`config.mk`:
```
export PLATFORM = sky130hd
export DESIGN_NAME = lem_link_error_monitor
export DESIGN_NICKNAME = d
export VERILOG_FILES = /design/src/lem_pkg.sv /design/src/lem_link_error_monitor.sv
export SDC_FILE = /design/constraint.sdc
export NUM_CORES = 1
export LEC_CHECK = 0
export ABC_AREA = 1
export BUFFER_PORTS_ARGS = -buffer_cell sky130_fd_sc_hd__buf_2
export CORE_UTILIZATION = 40
export CTS_CLUSTER_DIAMETER = 60
export DETAILED_ROUTE_END_ITERATION = 8
export SYNTH_ARGS = -nofsm -noshare
export SYNTH_HDL_FRONTEND = slang
export SYNTH_SLANG_ARGS = --single-unit
export TNS_END_PERCENT = 100
```
`constraint.sdc`:
```
create_clock -name CLK -period 3.9 [get_ports CLK]
set_input_delay 0.585 -clock CLK [delete_from_list [all_inputs] [get_ports CLK]]
set_output_delay 0.585 -clock CLK [all_outputs]
set_load 0.005 [all_outputs]
```
`src/lem_pkg.sv`:
```
// package: register map, field positions, timing and carrier types
package lem_pkg;
    localparam logic [7:0] ADDR_DETECTED = 8'h10;
    localparam logic [7:0] ADDR_CORRECTED = 8'h12;
    localparam logic [7:0] ADDR_TEST_ERR = 8'h13;
    localparam logic [7:0] ADDR_CONFIG = 8'h08;
    localparam logic [7:0] ADDR_THRESH_DET = 8'h11;
    localparam logic [7:0] ADDR_THRESH_COR = 8'h14;
    localparam logic [7:0] ADDR_STATUS = 8'h15;
    localparam int AUTO_CLEAR_BIT = 2;
    localparam int SERIAL_EN_BIT = 4;
    localparam int TEST_MODE_BIT = 5;
    localparam logic [7:0] CONFIG_RESET = 8'h00;
    localparam logic [7:0] COUNT_RESET = 8'h00;
    localparam logic [7:0] THRESH_RESET = 8'h00;
    localparam int CLK_HZ = 20000000;
    localparam int AUTO_CLEAR_NS = 1000;
    localparam int AUTO_CLEAR_CYC = (AUTO_CLEAR_NS * (CLK_HZ / 1000000)) / 1000;
    localparam int WIN_LEN = 16;
    localparam int WIN_LIMIT = WIN_LEN / 4;

    typedef struct packed {
        logic code_ok;
        logic det_err;
        logic cor_err;
        logic test_err;
    } lem_evt_t;

    typedef struct packed {
        logic rd;
        logic wr;
        logic [7:0] addr;
        logic [7:0] wdata;
    } lem_reg_req_t;

    typedef enum logic [1:0] {
        LK_IDLE = 2'b00,
        LK_SEEK = 2'b01,
        LK_LOCKED = 2'b11,
        LK_DROP = 2'b10
    } lem_lock_t;
endpackage : lem_pkg

```
`src/lem_link_error_monitor.sv`:
```
// module: serial-link error counters, error pin, auto clear and lock state
`timescale 1ns/1ps
`default_nettype none

// Summary of operation
// - two 8-bit error counts: detected errors and corrected errors
// - code error rate of one in four drops lock, freezes counting
// - after dropping lock, automatically seek lock again
// - counts clear on video lock, on their read, or auto clear
// - test mode tallies test errors apart, normal counts held zero
// - error pin low once a count exceeds its threshold
// - in test mode, error pin low after one test bit error
// - error pin released whenever the counts are cleared
// - default clearing is by reading 0x10, 0x12 and 0x13
// - auto clear zeroes counts and pin about 1 us after pin low
// - auto clear off after reset, enabled by config bit 2
// - auto clear suppressed while test mode runs
// - error pin is open drain: drives low or floats
// - lock output asserts whenever lock is held; CFG_LINK_LOCK is not used
module lem_link_error_monitor #(
    parameter int WINDOW = lem_pkg::WIN_LEN,
    parameter int AUTO_CYC = lem_pkg::AUTO_CLEAR_CYC
) (
    input wire logic CLK,
    input wire logic RST,
    input wire logic SYM_VALID,
    input wire logic CODE_ERR,
    input wire logic DET_ERR,
    input wire logic COR_ERR,
    input wire logic TEST_BIT_ERR,
    input wire logic SIGNAL_SEEN,
    input wire logic CFG_LINK_LOCK,
    input wire logic REG_RD,
    input wire logic REG_WR,
    input wire logic [7:0] REG_ADDR,
    input wire logic [7:0] REG_WDATA,
    output logic [7:0] REG_RDATA,
    output logic ERR_N_OUT,
    output logic ERR_N_OE_N,
    output logic LOCK,
    output logic RELOCK_REQ
);
    initial
    begin
        if (WINDOW < 4 || WINDOW > 255 || AUTO_CYC < 1 || AUTO_CYC > 65535)
            $error("lem_link_error_monitor: unsupported parameters");
    end

    // ----------------------------------------------------------------
    // request and event bundles
    // ----------------------------------------------------------------
    lem_pkg::lem_reg_req_t req;
    lem_pkg::lem_evt_t evt;
    assign req = '{rd: REG_RD, wr: REG_WR, addr: REG_ADDR,
                   wdata: REG_WDATA};
    assign evt = '{code_ok: SYM_VALID && !CODE_ERR, det_err: DET_ERR,
                   cor_err: COR_ERR, test_err: TEST_BIT_ERR};

    logic [7:0] config_ff, nxt_config;
    logic [7:0] thr_det_ff, nxt_thr_det;
    logic [7:0] thr_cor_ff, nxt_thr_cor;
    logic [7:0] det_ff, nxt_det;
    logic [7:0] cor_ff, nxt_cor;
    logic [7:0] test_ff, nxt_test;
    logic [7:0] rdata_ff, nxt_rdata;
    logic err_ff, nxt_err;
    logic [15:0] auto_ff, nxt_auto;
    lem_pkg::lem_lock_t lock_st_ff, nxt_lock_st;
    logic [7:0] win_cnt_ff, nxt_win_cnt;
    logic [7:0] win_err_ff, nxt_win_err;
    logic lock_out_ff, nxt_lock_out;
    logic relock_ff, nxt_relock;

    logic test_mode;
    logic serial_en;
    logic auto_en;
    logic video_locked;
    logic lock_event;
    logic rd_det;
    logic rd_cor;
    logic rd_test;
    logic auto_fire;
    logic clear_all;

    assign test_mode = config_ff[lem_pkg::TEST_MODE_BIT];
    assign serial_en = config_ff[lem_pkg::SERIAL_EN_BIT];
    assign auto_en = config_ff[lem_pkg::AUTO_CLEAR_BIT];
    assign video_locked = (lock_st_ff == lem_pkg::LK_LOCKED);
    assign lock_event = (nxt_lock_st == lem_pkg::LK_LOCKED) && !video_locked;
    assign rd_det = req.rd && (req.addr == lem_pkg::ADDR_DETECTED);
    assign rd_cor = req.rd && (req.addr == lem_pkg::ADDR_CORRECTED);
    assign rd_test = req.rd && (req.addr == lem_pkg::ADDR_TEST_ERR);
    // no auto clear in test mode
    assign auto_fire = auto_en && !test_mode && err_ff &&
                       (auto_ff == 16'(AUTO_CYC - 1));
    assign clear_all = lock_event || auto_fire;

    // ----------------------------------------------------------------
    // lock tracking
    // ----------------------------------------------------------------
    always_comb
    begin
        nxt_lock_st = lock_st_ff;
        nxt_win_cnt = win_cnt_ff;
        nxt_win_err = win_err_ff;
        nxt_relock = 1'b0;
        case (lock_st_ff)
            lem_pkg::LK_IDLE:
                if (serial_en)
                    nxt_lock_st = lem_pkg::LK_SEEK;
            lem_pkg::LK_SEEK:
                if (!serial_en)
                    nxt_lock_st = lem_pkg::LK_IDLE;
                else if (SIGNAL_SEEN)
                    nxt_lock_st = lem_pkg::LK_LOCKED;
            lem_pkg::LK_LOCKED:
            begin
                if (!serial_en)
                    nxt_lock_st = lem_pkg::LK_IDLE;
                else if (SYM_VALID)
                begin
                    nxt_win_err = win_err_ff + 8'(CODE_ERR);
                    nxt_win_cnt = win_cnt_ff + 8'h01;
                    // error rate of 1/4 drops lock
                    if (nxt_win_err >= 8'(WINDOW / 4))
                        nxt_lock_st = lem_pkg::LK_DROP;
                    if (nxt_win_cnt >= 8'(WINDOW) ||
                        nxt_lock_st == lem_pkg::LK_DROP)
                    begin
                        nxt_win_cnt = 8'h00;
                        nxt_win_err = 8'h00;
                    end
                end
            end
            lem_pkg::LK_DROP:
            begin
                nxt_relock = 1'b1;
                nxt_lock_st = lem_pkg::LK_SEEK;
            end
            default:
                nxt_lock_st = lem_pkg::LK_IDLE;
        endcase
        nxt_lock_out = (nxt_lock_st == lem_pkg::LK_LOCKED);
    end

    always_ff @(posedge CLK or posedge RST)
    begin
        if (RST)
        begin
            lock_st_ff <= lem_pkg::LK_IDLE;
            win_cnt_ff <= 8'h00;
            win_err_ff <= 8'h00;
            lock_out_ff <= 1'b0;
            relock_ff <= 1'b0;
        end
        else
        begin
            lock_st_ff <= nxt_lock_st;
            win_cnt_ff <= nxt_win_cnt;
            win_err_ff <= nxt_win_err;
            lock_out_ff <= nxt_lock_out;
            relock_ff <= nxt_relock;
        end
    end

    // ----------------------------------------------------------------
    // error counts, error pin, auto clear
    // ----------------------------------------------------------------
    always_comb
    begin
        nxt_det = det_ff;
        nxt_cor = cor_ff;
        nxt_test = test_ff;
        nxt_err = err_ff;
        nxt_auto = 16'h0000;
        if (test_mode)
        begin
            nxt_det = lem_pkg::COUNT_RESET;
            nxt_cor = lem_pkg::COUNT_RESET;
            if (evt.test_err && test_ff != 8'hFF)
                nxt_test = test_ff + 8'h01;
            if (rd_test)
                nxt_test = lem_pkg::COUNT_RESET;
            nxt_err = (nxt_test != 8'h00);
        end
        else
        begin
            if (video_locked && evt.det_err && det_ff != 8'hFF)
                nxt_det = det_ff + 8'h01;
            if (video_locked && evt.cor_err && cor_ff != 8'hFF)
                nxt_cor = cor_ff + 8'h01;
            // clear on read, lock or auto
            if (rd_det || clear_all)
                nxt_det = lem_pkg::COUNT_RESET;
            if (rd_cor || clear_all)
                nxt_cor = lem_pkg::COUNT_RESET;
            if (rd_test)
                nxt_test = lem_pkg::COUNT_RESET;
            if (nxt_det > thr_det_ff || nxt_cor > thr_cor_ff)
                nxt_err = 1'b1;
            if (rd_det || rd_cor || rd_test || clear_all)
                nxt_err = 1'b0;
            if (err_ff && auto_en && !auto_fire)
                nxt_auto = auto_ff + 16'h0001;
        end
    end

    always_ff @(posedge CLK or posedge RST)
    begin
        if (RST)
        begin
            det_ff <= lem_pkg::COUNT_RESET;
            cor_ff <= lem_pkg::COUNT_RESET;
            test_ff <= lem_pkg::COUNT_RESET;
            err_ff <= 1'b0;
            auto_ff <= 16'h0000;
        end
        else
        begin
            det_ff <= nxt_det;
            cor_ff <= nxt_cor;
            test_ff <= nxt_test;
            err_ff <= nxt_err;
            auto_ff <= nxt_auto;
        end
    end

    // ----------------------------------------------------------------
    // register access
    // ----------------------------------------------------------------
    always_comb
    begin
        nxt_config = config_ff;
        nxt_thr_det = thr_det_ff;
        nxt_thr_cor = thr_cor_ff;
        nxt_rdata = rdata_ff;
        if (req.wr)
        begin
            if (req.addr == lem_pkg::ADDR_CONFIG)
                nxt_config = req.wdata;
            else if (req.addr == lem_pkg::ADDR_THRESH_DET)
                nxt_thr_det = req.wdata;
            else if (req.addr == lem_pkg::ADDR_THRESH_COR)
                nxt_thr_cor = req.wdata;
        end
        if (req.rd)
        begin
            if (req.addr == lem_pkg::ADDR_DETECTED)
                nxt_rdata = det_ff;
            else if (req.addr == lem_pkg::ADDR_CORRECTED)
                nxt_rdata = cor_ff;
            else if (req.addr == lem_pkg::ADDR_TEST_ERR)
                nxt_rdata = test_ff;
            else if (req.addr == lem_pkg::ADDR_CONFIG)
                nxt_rdata = config_ff;
            else if (req.addr == lem_pkg::ADDR_THRESH_DET)
                nxt_rdata = thr_det_ff;
            else if (req.addr == lem_pkg::ADDR_THRESH_COR)
                nxt_rdata = thr_cor_ff;
            else if (req.addr == lem_pkg::ADDR_STATUS)
                nxt_rdata = {5'h00, err_ff, lock_st_ff};
            else
                nxt_rdata = 8'h00;
        end
    end

    always_ff @(posedge CLK or posedge RST)
    begin
        if (RST)
        begin
            config_ff <= lem_pkg::CONFIG_RESET;
            thr_det_ff <= lem_pkg::THRESH_RESET;
            thr_cor_ff <= lem_pkg::THRESH_RESET;
            rdata_ff <= 8'h00;
        end
        else
        begin
            config_ff <= nxt_config;
            thr_det_ff <= nxt_thr_det;
            thr_cor_ff <= nxt_thr_cor;
            rdata_ff <= nxt_rdata;
        end
    end

    assign ERR_N_OUT = 1'b0;
    always_ff @(posedge CLK or posedge RST)
    begin
        if (RST)
            ERR_N_OE_N <= 1'b1;
        else
            ERR_N_OE_N <= !nxt_err;
    end

    assign REG_RDATA = rdata_ff;
    assign LOCK = lock_out_ff;
    assign RELOCK_REQ = relock_ff;

    logic unused_ok;
    assign unused_ok = evt.code_ok ^ CFG_LINK_LOCK;
endmodule : lem_link_error_monitor

`default_nettype wire

```
==> impl_metrics.toml, run 1 <==
[run_status]
outcome = "completed"

[global_route]
first_global_vias = 4537
antenna_found_initial = 0
track_usage = 0.195
grt_max_degree = 73
grt-ovfl-total = 0
grt_pass1_wl_um = 22100

[sta]
hold_violations = 0
setup_tns_ns = 0
rsz0062_at_grt = "false"
drv_slew = 0
slew_headroom = 0.403
setup_ws_ns = 1.08
period_needed_ns = 2.82
finalCritPeriodShare = 0.723
worst_pin_slew_ns = 0.895
clock_skew_ns = 0.00645
setup_viol = 0
fmaxAchievable_mhz = 354

[final_layout]
area_growth_pct = 10.8
drive_gt1_frac = 0.133
final_cell_area_mm2 = 0.00637
fin_util = 0.457
fin_nets = 858
num_antenna_cells = 0
fillerInstances = 1483

[yosys]
yosysMostFrequentCell = "nand2_1"
yosysSeqAreaShare = 0.410
async_reset_ff_frac = 1.00
yosysUniqueCellTypes = 40
yosysTopAreaCellShare = 0.405
netlist_instances = 773
yosysWarningCount = 0
synth_seq_cells = 94
synth-main-ff-cell = "dfrtp_1"
synth_edf_count = 0
syn_area_mm2 = 0.00575
netlist_top_cells_count = "203 x nand2_1, 106 x inv_1, 93 x dfrtp_1, 83 x nor2_1, 43 x o21ai_0"
synth.largest_area_cell = "dfrtp_1"
synth_nets = 823
syn_avg_cell_area_um2 = 7.43
synth.area.top_cells = "dfrtp_1 40%, nand2_1 13%, inv_1 6.9%, nor2_1 5.4%, ha_1 5.0%"

[pwr]
p_per_area_mw_per_mm2 = 346
ir_drop_uv = 172
p_total_w = 0.00220
p_leak_nw = 3.16

[worst_setup_path]
crit_type = "register to register"
critPathLaunchType = "register"
cp.arrival_ns = 3.06
timing.rr.start = "cor_ff[1]$_DFF_PP0_"
end_kind = "register"
crit_path_max_fanout = 8
startpoint = "cor_ff[1]$_DFF_PP0_"
cp.required_ns = 4.14

[clock_tree]
clock_path_buffers = 2
cts_buffers = 9
postCtsHoldBufs = 0
tritoncts = "yes"
clock_sinks = 94
clkTransAtPathRegs_ns = 0.07
cts-root-buf = "clkbuf_16"
postCtsSetupBuffers = 0
cts_resized = 0
clkLatencyLatePin_ns = 0.35
htree_num_levels = 3

[detailed_routing]
firstDrtPassIters = 5
ant_nets = 0
drc = 0
routed-via-count = 4803
routed_wl_um = 13200
wl_per_cell_um = 13.3
drt_iter0_drc = 285
avgViaCountPerCell = 4.84

[floorplanning]
rows = 43
die-height_um = 122
fp.dieArea_mm2 = 0.0148
io_pins = 39
core_region_area_mm2 = 0.0139
fp.dieW_um = 122
start_util = 0.412

[min_path]
min-delay-path-class = "primary input to asynchronous set/reset pin"

[placement]
detailed_place_hpwl_um = 10100
gp_congestion = 0.836
dp_slack_ns = 0.933
placed_area_mm2 = 0.00608
port-buffer-count = 36

[run]
maxCapViolCount = 0
## layout by cell type (no fill, tap or decap), types with 11 or more instances in the layout
master	count
nand2_1	203
inv_1	105
dfrtp_1	93
nor2_1	83
o21ai_0	43
buf_2	36
nand3_1	35
nor3_1	24
ha_1	23
xor2_1	21
nand4_1	19
a21oi_1	16
o21ai_1	14
inv_2	14
o22ai_1	11
## per-stage QoR
step / hold slack [ns] / instances
4_1_cts: 0.458 / 993
3_3_place_gp: 0.454 / 977
2_1_floorplan: 0.433 / 773
5_1_grt: 0.482 / 993
3_5_place_dp: 0.449 / 977
6_report: 0.432 / 993
## routing by layer
metal	wire (µm)	part of all wire	GRT usage	vias up
met2	5680	0.43	0.289	81
met4	342	0.026	0.0903	0
met5	0	0	0	-
met3	410	0.031	0.0276	21
met1	6740	0.51	0.279	2168
li1	-	-	-	2533
## worst max-delay path, stage by stage, from the launching register on
cell and delay (ns):
dfrtp_1 0.42, ha_1 0.22, nand3_1 0.12, nor2_1 0.08, nand3_1 0.08, nand2_1 0.13, inv_2 0.16, nand2_1 0.09
o21ai_0 0.15, nand2_1 0.13, nor2_1 0.16, ha_1 0.26, a21oi_1 0.13, nor2_1 0.06, nor3_1 0.13, nand2_1 0.07
nand2_1 0.09, nand3_1 0.12, nand3_1 0.08, nand2_1 0.06
## registers in the layout, summed over array words and instances, names as in the netlist
| signal | count |
|---|---|
| RELOCK_REQ | 1 |
| test_ff | 8 |
| config_ff | 8 |
| LOCK | 1 |
| lock_st_ff | 2 |
| REG_RDATA | 8 |
| win_err_ff | 8 |
| thr_det_ff | 8 |
| det_ff | 8 |
| err_ff | 1 |
| cor_ff | 8 |
| auto_ff | 16 |
| ERR_N_OE_N | 1 |
| win_cnt_ff | 8 |
| thr_cor_ff | 8 |
## where the power goes
group | switching, W | total [W] | leakage (nW) | internal, W
Combinational | 0.000179 | 0.000278 | 1.79 | 0.0000989
Sequential | 0.0000567 | 0.00107 | 1.24 | 0.00101
Clock | 0.000399 | 0.000851 | 0.131 | 0.000452
## layout make-up
class	count	area, µm²	area share
multi-input combinational	542	2840	0.446
sequential	94	2350	0.370
inverter	122	463	0.0727
clock buffer	10	239	0.0375
tap	180	225	0.0354
timing repair buffer	39	203	0.0318
clock inverter	6	45.0	0.00707
## final timing paths
| path | to | slack (ns) | cells after the start |
|---|---|---|---|
| setup / recovery | err_ff$_DFF_PP0_ | 1.08 | 19 |
| hold / removal | auto_ff[9]$_DFF_PP0_ | 0.43 | 2 |
| setup reg to reg | err_ff$_DFF_PP0_ | 1.08 | 19 |
| hold reg to reg | auto_ff[0]$_DFF_PP0_ | 0.45 | 1 |
| max in group asynchronous | cor_ff[7]$_DFF_PP0_ | 2.74 | 3 |
| min in group CLK | auto_ff[0]$_DFF_PP0_ | 0.45 | 1 |
## cell families (layout without fill, tap and decap cells)
logic type                 Yosys count  in the layout  synth area share
buffers and inverters              137            177            0.0962
and+or+nand+nor                    402            402             0.318
AOI/OAI and AO/OA                   90             90            0.0858
other                                1              1          0.000653
xor gates and xnor gates            26             26            0.0396
DFF                                 94             94             0.410
adders and majority gates           23             23            0.0501
Note: power is estimated with default switching activity, not from simulation.
==> run 2, diff against run 1 <==
clock period = 2.6 ns   (was 3.9 ns; I/O delays follow)
==> run 2 against run 1 <==
Critical path depth grew 2. Power grew 56%. Final area grew 7.1%. Worst setup slack lost 0.93 ns. Sequential share of layout area shrank 2.4 points.
==> impl_metrics.toml, run 2 (synthesis results as in run 1) <==
[worst_setup_path]
end_kind = "register"
timing.rr.start = "cor_ff[0]$_DFF_PP0_"
crit_end = "ERR_N_OE_N$_DFF_PP1_"
startpoint = "cor_ff[0]$_DFF_PP0_"
crit_path_max_fanout = 5
cp.required_ns = 2.90
rrSetupSlack_ns = 0.15
critPathLaunchType = "register"
cp.arrival_ns = 2.75
worst-r2r-cell-count = 21
crit_type = "register to register"
r2r_end = "ERR_N_OE_N$_DFF_PP1_"

[floorplanning]
fp.dieArea_mm2 = 0.0148
io_pins = 39
rows = 43
core_region_area_mm2 = 0.0139
start_util = 0.412
fp.dieW_um = 122
die-height_um = 122

[detailed_routing]
routed_wl_um = 13900
avgViaCountPerCell = 4.83
firstDrtPassIters = 4
ant_nets = 0
wl_per_cell_um = 13.6
drc = 0
routed-via-count = 4935
drt_iter0_drc = 429

[final_layout]
final_cell_area_mm2 = 0.00682
regArea_mm2 = 0.00235
fin_nets = 886
drive_gt1_frac = 0.201
num_antenna_cells = 0
layout_common_cells = "197 x nand2_1, 104 x inv_1, 93 x dfrtp_1"
regMostFlops = "auto_ff"
fillerInstances = 1438
layout_commonest_cell = "nand2_1"
area_growth_pct = 18.7
multi_input_area_mm2 = 0.00302
largest_reg_flops = 16
fin_util = 0.489

[placement]
detailed_place_hpwl_um = 10500
port-buffer-count = 36
placed_area_mm2 = 0.00625
gp_congestion = 0.867

[run]
maxCapViolCount = 0

[sta]
worst_pin_slew_ns = 0.807
setup_viol = 0
hold_violations = 0
fmaxAchievable_mhz = 407
period_needed_ns = 2.45
finalCritPeriodShare = 0.944
drv_slew = 0
slew_headroom = 0.461
clock_skew_ns = 0.00938

[clock_tree]
tritoncts = "yes"
htree_num_levels = 3
clock_path_buffers = 2
clkTransAtPathRegs_ns = 0.07
cts_buffers = 9
clock_sinks = 94
clkLatencyLatePin_ns = 0.36
postCtsHoldBufs = 0
cts-root-buf = "clkbuf_16"

[global_route]
antenna_found_initial = 0
first_global_vias = 4552
grt-ovfl-total = 0
grt_max_degree = 34
track_usage = 0.203
grt_pass1_wl_um = 23000

[pwr]
p_leak_nw = 3.36
p_sw_w = 0.000984
p_sw_frac = 0.287
p_per_area_mw_per_mm2 = 503
combinationalPowerShare = 0.127
pwr-share-clk = 0.406
internal-power_w = 0.00245
pwr-share-seq = 0.467
ir_drop_uv = 365

[run_status]
outcome = "completed"

[min_path]
min-delay-path-class = "primary input to asynchronous set/reset pin"
[run 2: power by group through the flow]
stage	Sequential, W	Clock, W	Combinational [W]
final	0.00160	0.00140	0.000434
after global routing	0.00162	0.00149	0.000502
after CTS	0.00160	0.00144	0.000427
after detailed placement	0.00163	0	0.000425
after global placement	0.00163	0	0.000425
after floorplan	0.00159	0	0.000331
[run 2: what timing repair did]
item / CTS / global route
resized for setup: 0 / 44
setup endpoints to repair: 0 / 2
buffers inserted: 0 / 9
[run 2: worst max-delay path, cell delays in order, from the launching register on]
cell and delay [ns]:
dfrtp_1 0.41, ha_4 0.17, nand3_4 0.08, nor2_4 0.14
nand3_2 0.08, nand2_2 0.08, inv_2 0.07, buf_6 0.13
nand2_1 0.04, o21ai_0 0.07, inv_1 0.12, nor2_2 0.05
ha_1 0.18, a21oi_2 0.12, nor2_1 0.05, nor3_1 0.17
nand2_1 0.09, nand2_2 0.10, nand3_2 0.08, nand2_1 0.07
nand2_1 0.05, nand2_1 0.05
[run 2: layer usage]
metal,vias to the layer above,global-route usage,part of all wire
li1,2583,-,-
met1,2270,0.295,0.51
met2,69,0.299,0.45
met3,13,0.0314,0.032
met4,0,0.0810,0.014
met5,-,0,0
[run 2: final cells by class]
cell class,instances,area share
Multi-Input combinational cell,542,0.443
Sequential cell,94,0.345
Clock buffer,9,0.0330
Tap cell,180,0.0330
Timing Repair Buffer,67,0.0648
Clock inverter,7,0.0127
Inverter,122,0.0681
[run 2: worst min path at each step]
stage	slack, ns	depth (start not counted)	start	to
global route	0.24	2	RST	cor_ff[4]$_DFF_PP0_
detailed placement	0.46	1	auto_ff[0]$_DFF_PP0_	auto_ff[0]$_DFF_PP0_
CTS	0.19	2	RST	cor_ff[4]$_DFF_PP0_
floorplan	0.43	1	auto_ff[0]$_DFF_PP0_	auto_ff[0]$_DFF_PP0_
global placement	0.46	1	auto_ff[0]$_DFF_PP0_	auto_ff[0]$_DFF_PP0_
finish	0.18	2	RST	cor_ff[4]$_DFF_PP0_
[run 2: per-stage QoR]
step | std cells | hold WS, ns | power [W] | TNS (ns) | setup WS [ns]
2_1_floorplan | 773 | 0.433 | 0.00192 | 0 | 0.229
3_3_place_gp | 996 | 0.455 | 0.00206 | 0 | 0.0556
3_5_place_dp | 996 | 0.461 | 0.00206 | 0 | 0.0231
4_1_cts | 1012 | 0.187 | 0.00347 | 0 | 0.0103
5_1_grt | 1021 | 0.239 | 0.00360 | -0.0401 | -0.0311
6_report | 1021 | 0.176 | 0.00343 | 0 | 0.145
==> run 3, diff against run 2 <==
CELL_PAD_IN_SITES_DETAIL_PLACEMENT = 1   (was default)
CELL_PAD_IN_SITES_GLOBAL_PLACEMENT = 2   (was default)
CORE_UTILIZATION = 36   (was 40)
PLACE_DENSITY_LB_ADDON = 0.1   (was default)
==> run 3 against run 2 <==
Power hardly changed. Critical path depth fell by 2. Global-route usage rose by 1.5 points. First-iteration DRC count decreased by 59%. Combinational power rose by 3%. Non-clock buffer count up 12. Die area is 11% higher. Sequential power about the same. Register-to-register slack got worse by 0.08 ns. Worst setup slack worse by 0.080 ns. Flip-flop and latch count did not move. Largest power group unchanged.
==> impl_metrics.toml, run 3 (synthesis results as in run 1) <==
[detailed_routing]
routed_wl_um = 16900
ant_nets = 0
routed-via-count = 5215
wl_per_cell_um = 15.8
drc = 0
avgViaCountPerCell = 4.90
firstDrtPassIters = 4
drt_iter0_drc = 178

[global_route]
track_usage = 0.218
grt-ovfl-total = 0
grt_pass1_wl_um = 27500
antenna_found_initial = 0
grt_max_degree = 95
first_global_vias = 5521

[floorplanning]
rows = 45
io_pins = 39
fp.dieArea_mm2 = 0.0165
fp.dieW_um = 128
core_region_area_mm2 = 0.0154
die-height_um = 128
start_util = 0.374

[worst_setup_path]
cp.arrival_ns = 2.78
crit_path_max_fanout = 6
timing.rr.start = "cor_ff[0]$_DFF_PP0_"
cp.required_ns = 2.85
startpoint = "cor_ff[0]$_DFF_PP0_"
crit_type = "register to register"
end_kind = "register"
critPathLaunchType = "register"

[placement]
gp_congestion = 0.816
port-buffer-count = 36
dp_slack_ns = -0.0792
detailed_place_hpwl_um = 12700

[clock_tree]
clkTransAtPathRegs_ns = 0.07
clkLatencyLatePin_ns = 0.35
cts-root-buf = "clkbuf_16"
clock_path_buffers = 2
cts_buffers = 9
htree_num_levels = 3
clock_sinks = 94
postCtsHoldBufs = 0
tritoncts = "yes"

[sta]
fmaxAchievable_mhz = 395
period_needed_ns = 2.53
clock_skew_ns = 0.00831
setup_viol = 0
slew_headroom = 0.646
rsz0062_at_grt = "true"
finalCritPeriodShare = 0.975
hold_violations = 0
worst_pin_slew_ns = 0.529
setup_tns_ns = 0
drv_slew = 0
setup_ws_ns = 0.0654

[pwr]
p_total_w = 0.00343
p_per_area_mw_per_mm2 = 494
ir_drop_uv = 322
p_leak_nw = 3.40

[final_layout]
layout_common_cells = "195 x nand2_1, 104 x inv_1, 93 x dfrtp_1"
num_antenna_cells = 0
fin_util = 0.451
area_growth_pct = 20.7
fin_nets = 899
regMostFlops = "auto_ff"
largest_reg_flops = 16
layout_commonest_cell = "nand2_1"
fillerInstances = 1952
drive_gt1_frac = 0.213

[run]
maxCapViolCount = 0

[min_path]
min-delay-path-class = "primary input to asynchronous set/reset pin"

[run_status]
outcome = "completed"
[run 3: path summary, 6_finish.rpt]
| path | endpoint | slack [ns] | depth (start not counted) |
|---|---|---|---|
| min in group CLK | thr_det_ff[1]$_DFFE_PP0P_ | 0.32 | 3 |
| min | thr_cor_ff[3]$_DFFE_PP0P_ | 0.18 | 3 |
| max | err_ff$_DFF_PP0_ | 0.07 | 19 |
| min reg2reg | REG_RDATA[7]$_DFFE_PP0P_ | 0.48 | 2 |
| max reg2reg | err_ff$_DFF_PP0_ | 0.07 | 19 |
| max in group asynchronous | ERR_N_OE_N$_DFF_PP1_ | 2.02 | 3 |
[run 3: what timing repair did]
action / in CTS / in global routing
setup endpoints to repair: 2 / 2
gates cloned: 0 / 1
gates resized for setup: 10 / 34
pin swaps: 4 / 18
setup buffers: 6 / 7
[run 3: area by class of cell]
cell class,instances,area [µm²],share of cell area
multi-input combinational,542,3020,0.436
timing repair buffer,79,519,0.0749
tap,211,264,0.0381
clock inverter,4,55.1,0.00794
sequential,94,2350,0.339
timing repair inverter,1,7.51,0.00108
clock buffer,12,246,0.0355
inverter,122,467,0.0673
[run 3: report_power, final]
| part | internal, W | total [W] | switching (W) | leakage, nW |
|---|---|---|---|---|
| clock network | 0.000780 | 0.00137 | 0.000587 | 0.149 |
| registers | 0.00152 | 0.00162 | 0.0000932 | 1.24 |
| logic | 0.000164 | 0.000447 | 0.000283 | 2.01 |
[run 3: routing by layer]
metal / vias up / routed length [µm] / track usage
li1: 2605 / - / -
met1: 2523 / 8040 / 0.285
met2: 66 / 8120 / 0.369
met3: 21 / 358 / 0.0249
met4: 0 / 361 / 0.0824
met5: - / 0 / 0
[run 3: through the flow]
step | cell area (µm²) | hold WS, ns | cells
CTS | 6730 | 0.211 | 1057
global route | 6940 | 0.242 | 1065
detailed placement | 6340 | 0.457 | 1035
global placement | 6340 | 0.448 | 1035
finish | 6940 | 0.177 | 1065
floorplan | 5750 | 0.433 | 773
[run 3: critical path, cell delays in order (launching register included)]
cell and delay (ns):
dfrtp_1 0.36, ha_2 0.19, nand3_2 0.11, nor2_4 0.13
nand3_2 0.09, nand2_2 0.10, inv_2 0.06, buf_6 0.12
nand4_1 0.09, nand2_2 0.11, nor2_4 0.12, ha_4 0.22
a21oi_2 0.14, nor2_1 0.07, nor3_2 0.18, nand2_1 0.07
nand2_1 0.08, nand3_2 0.08, nand3_1 0.07, nand2_1 0.06
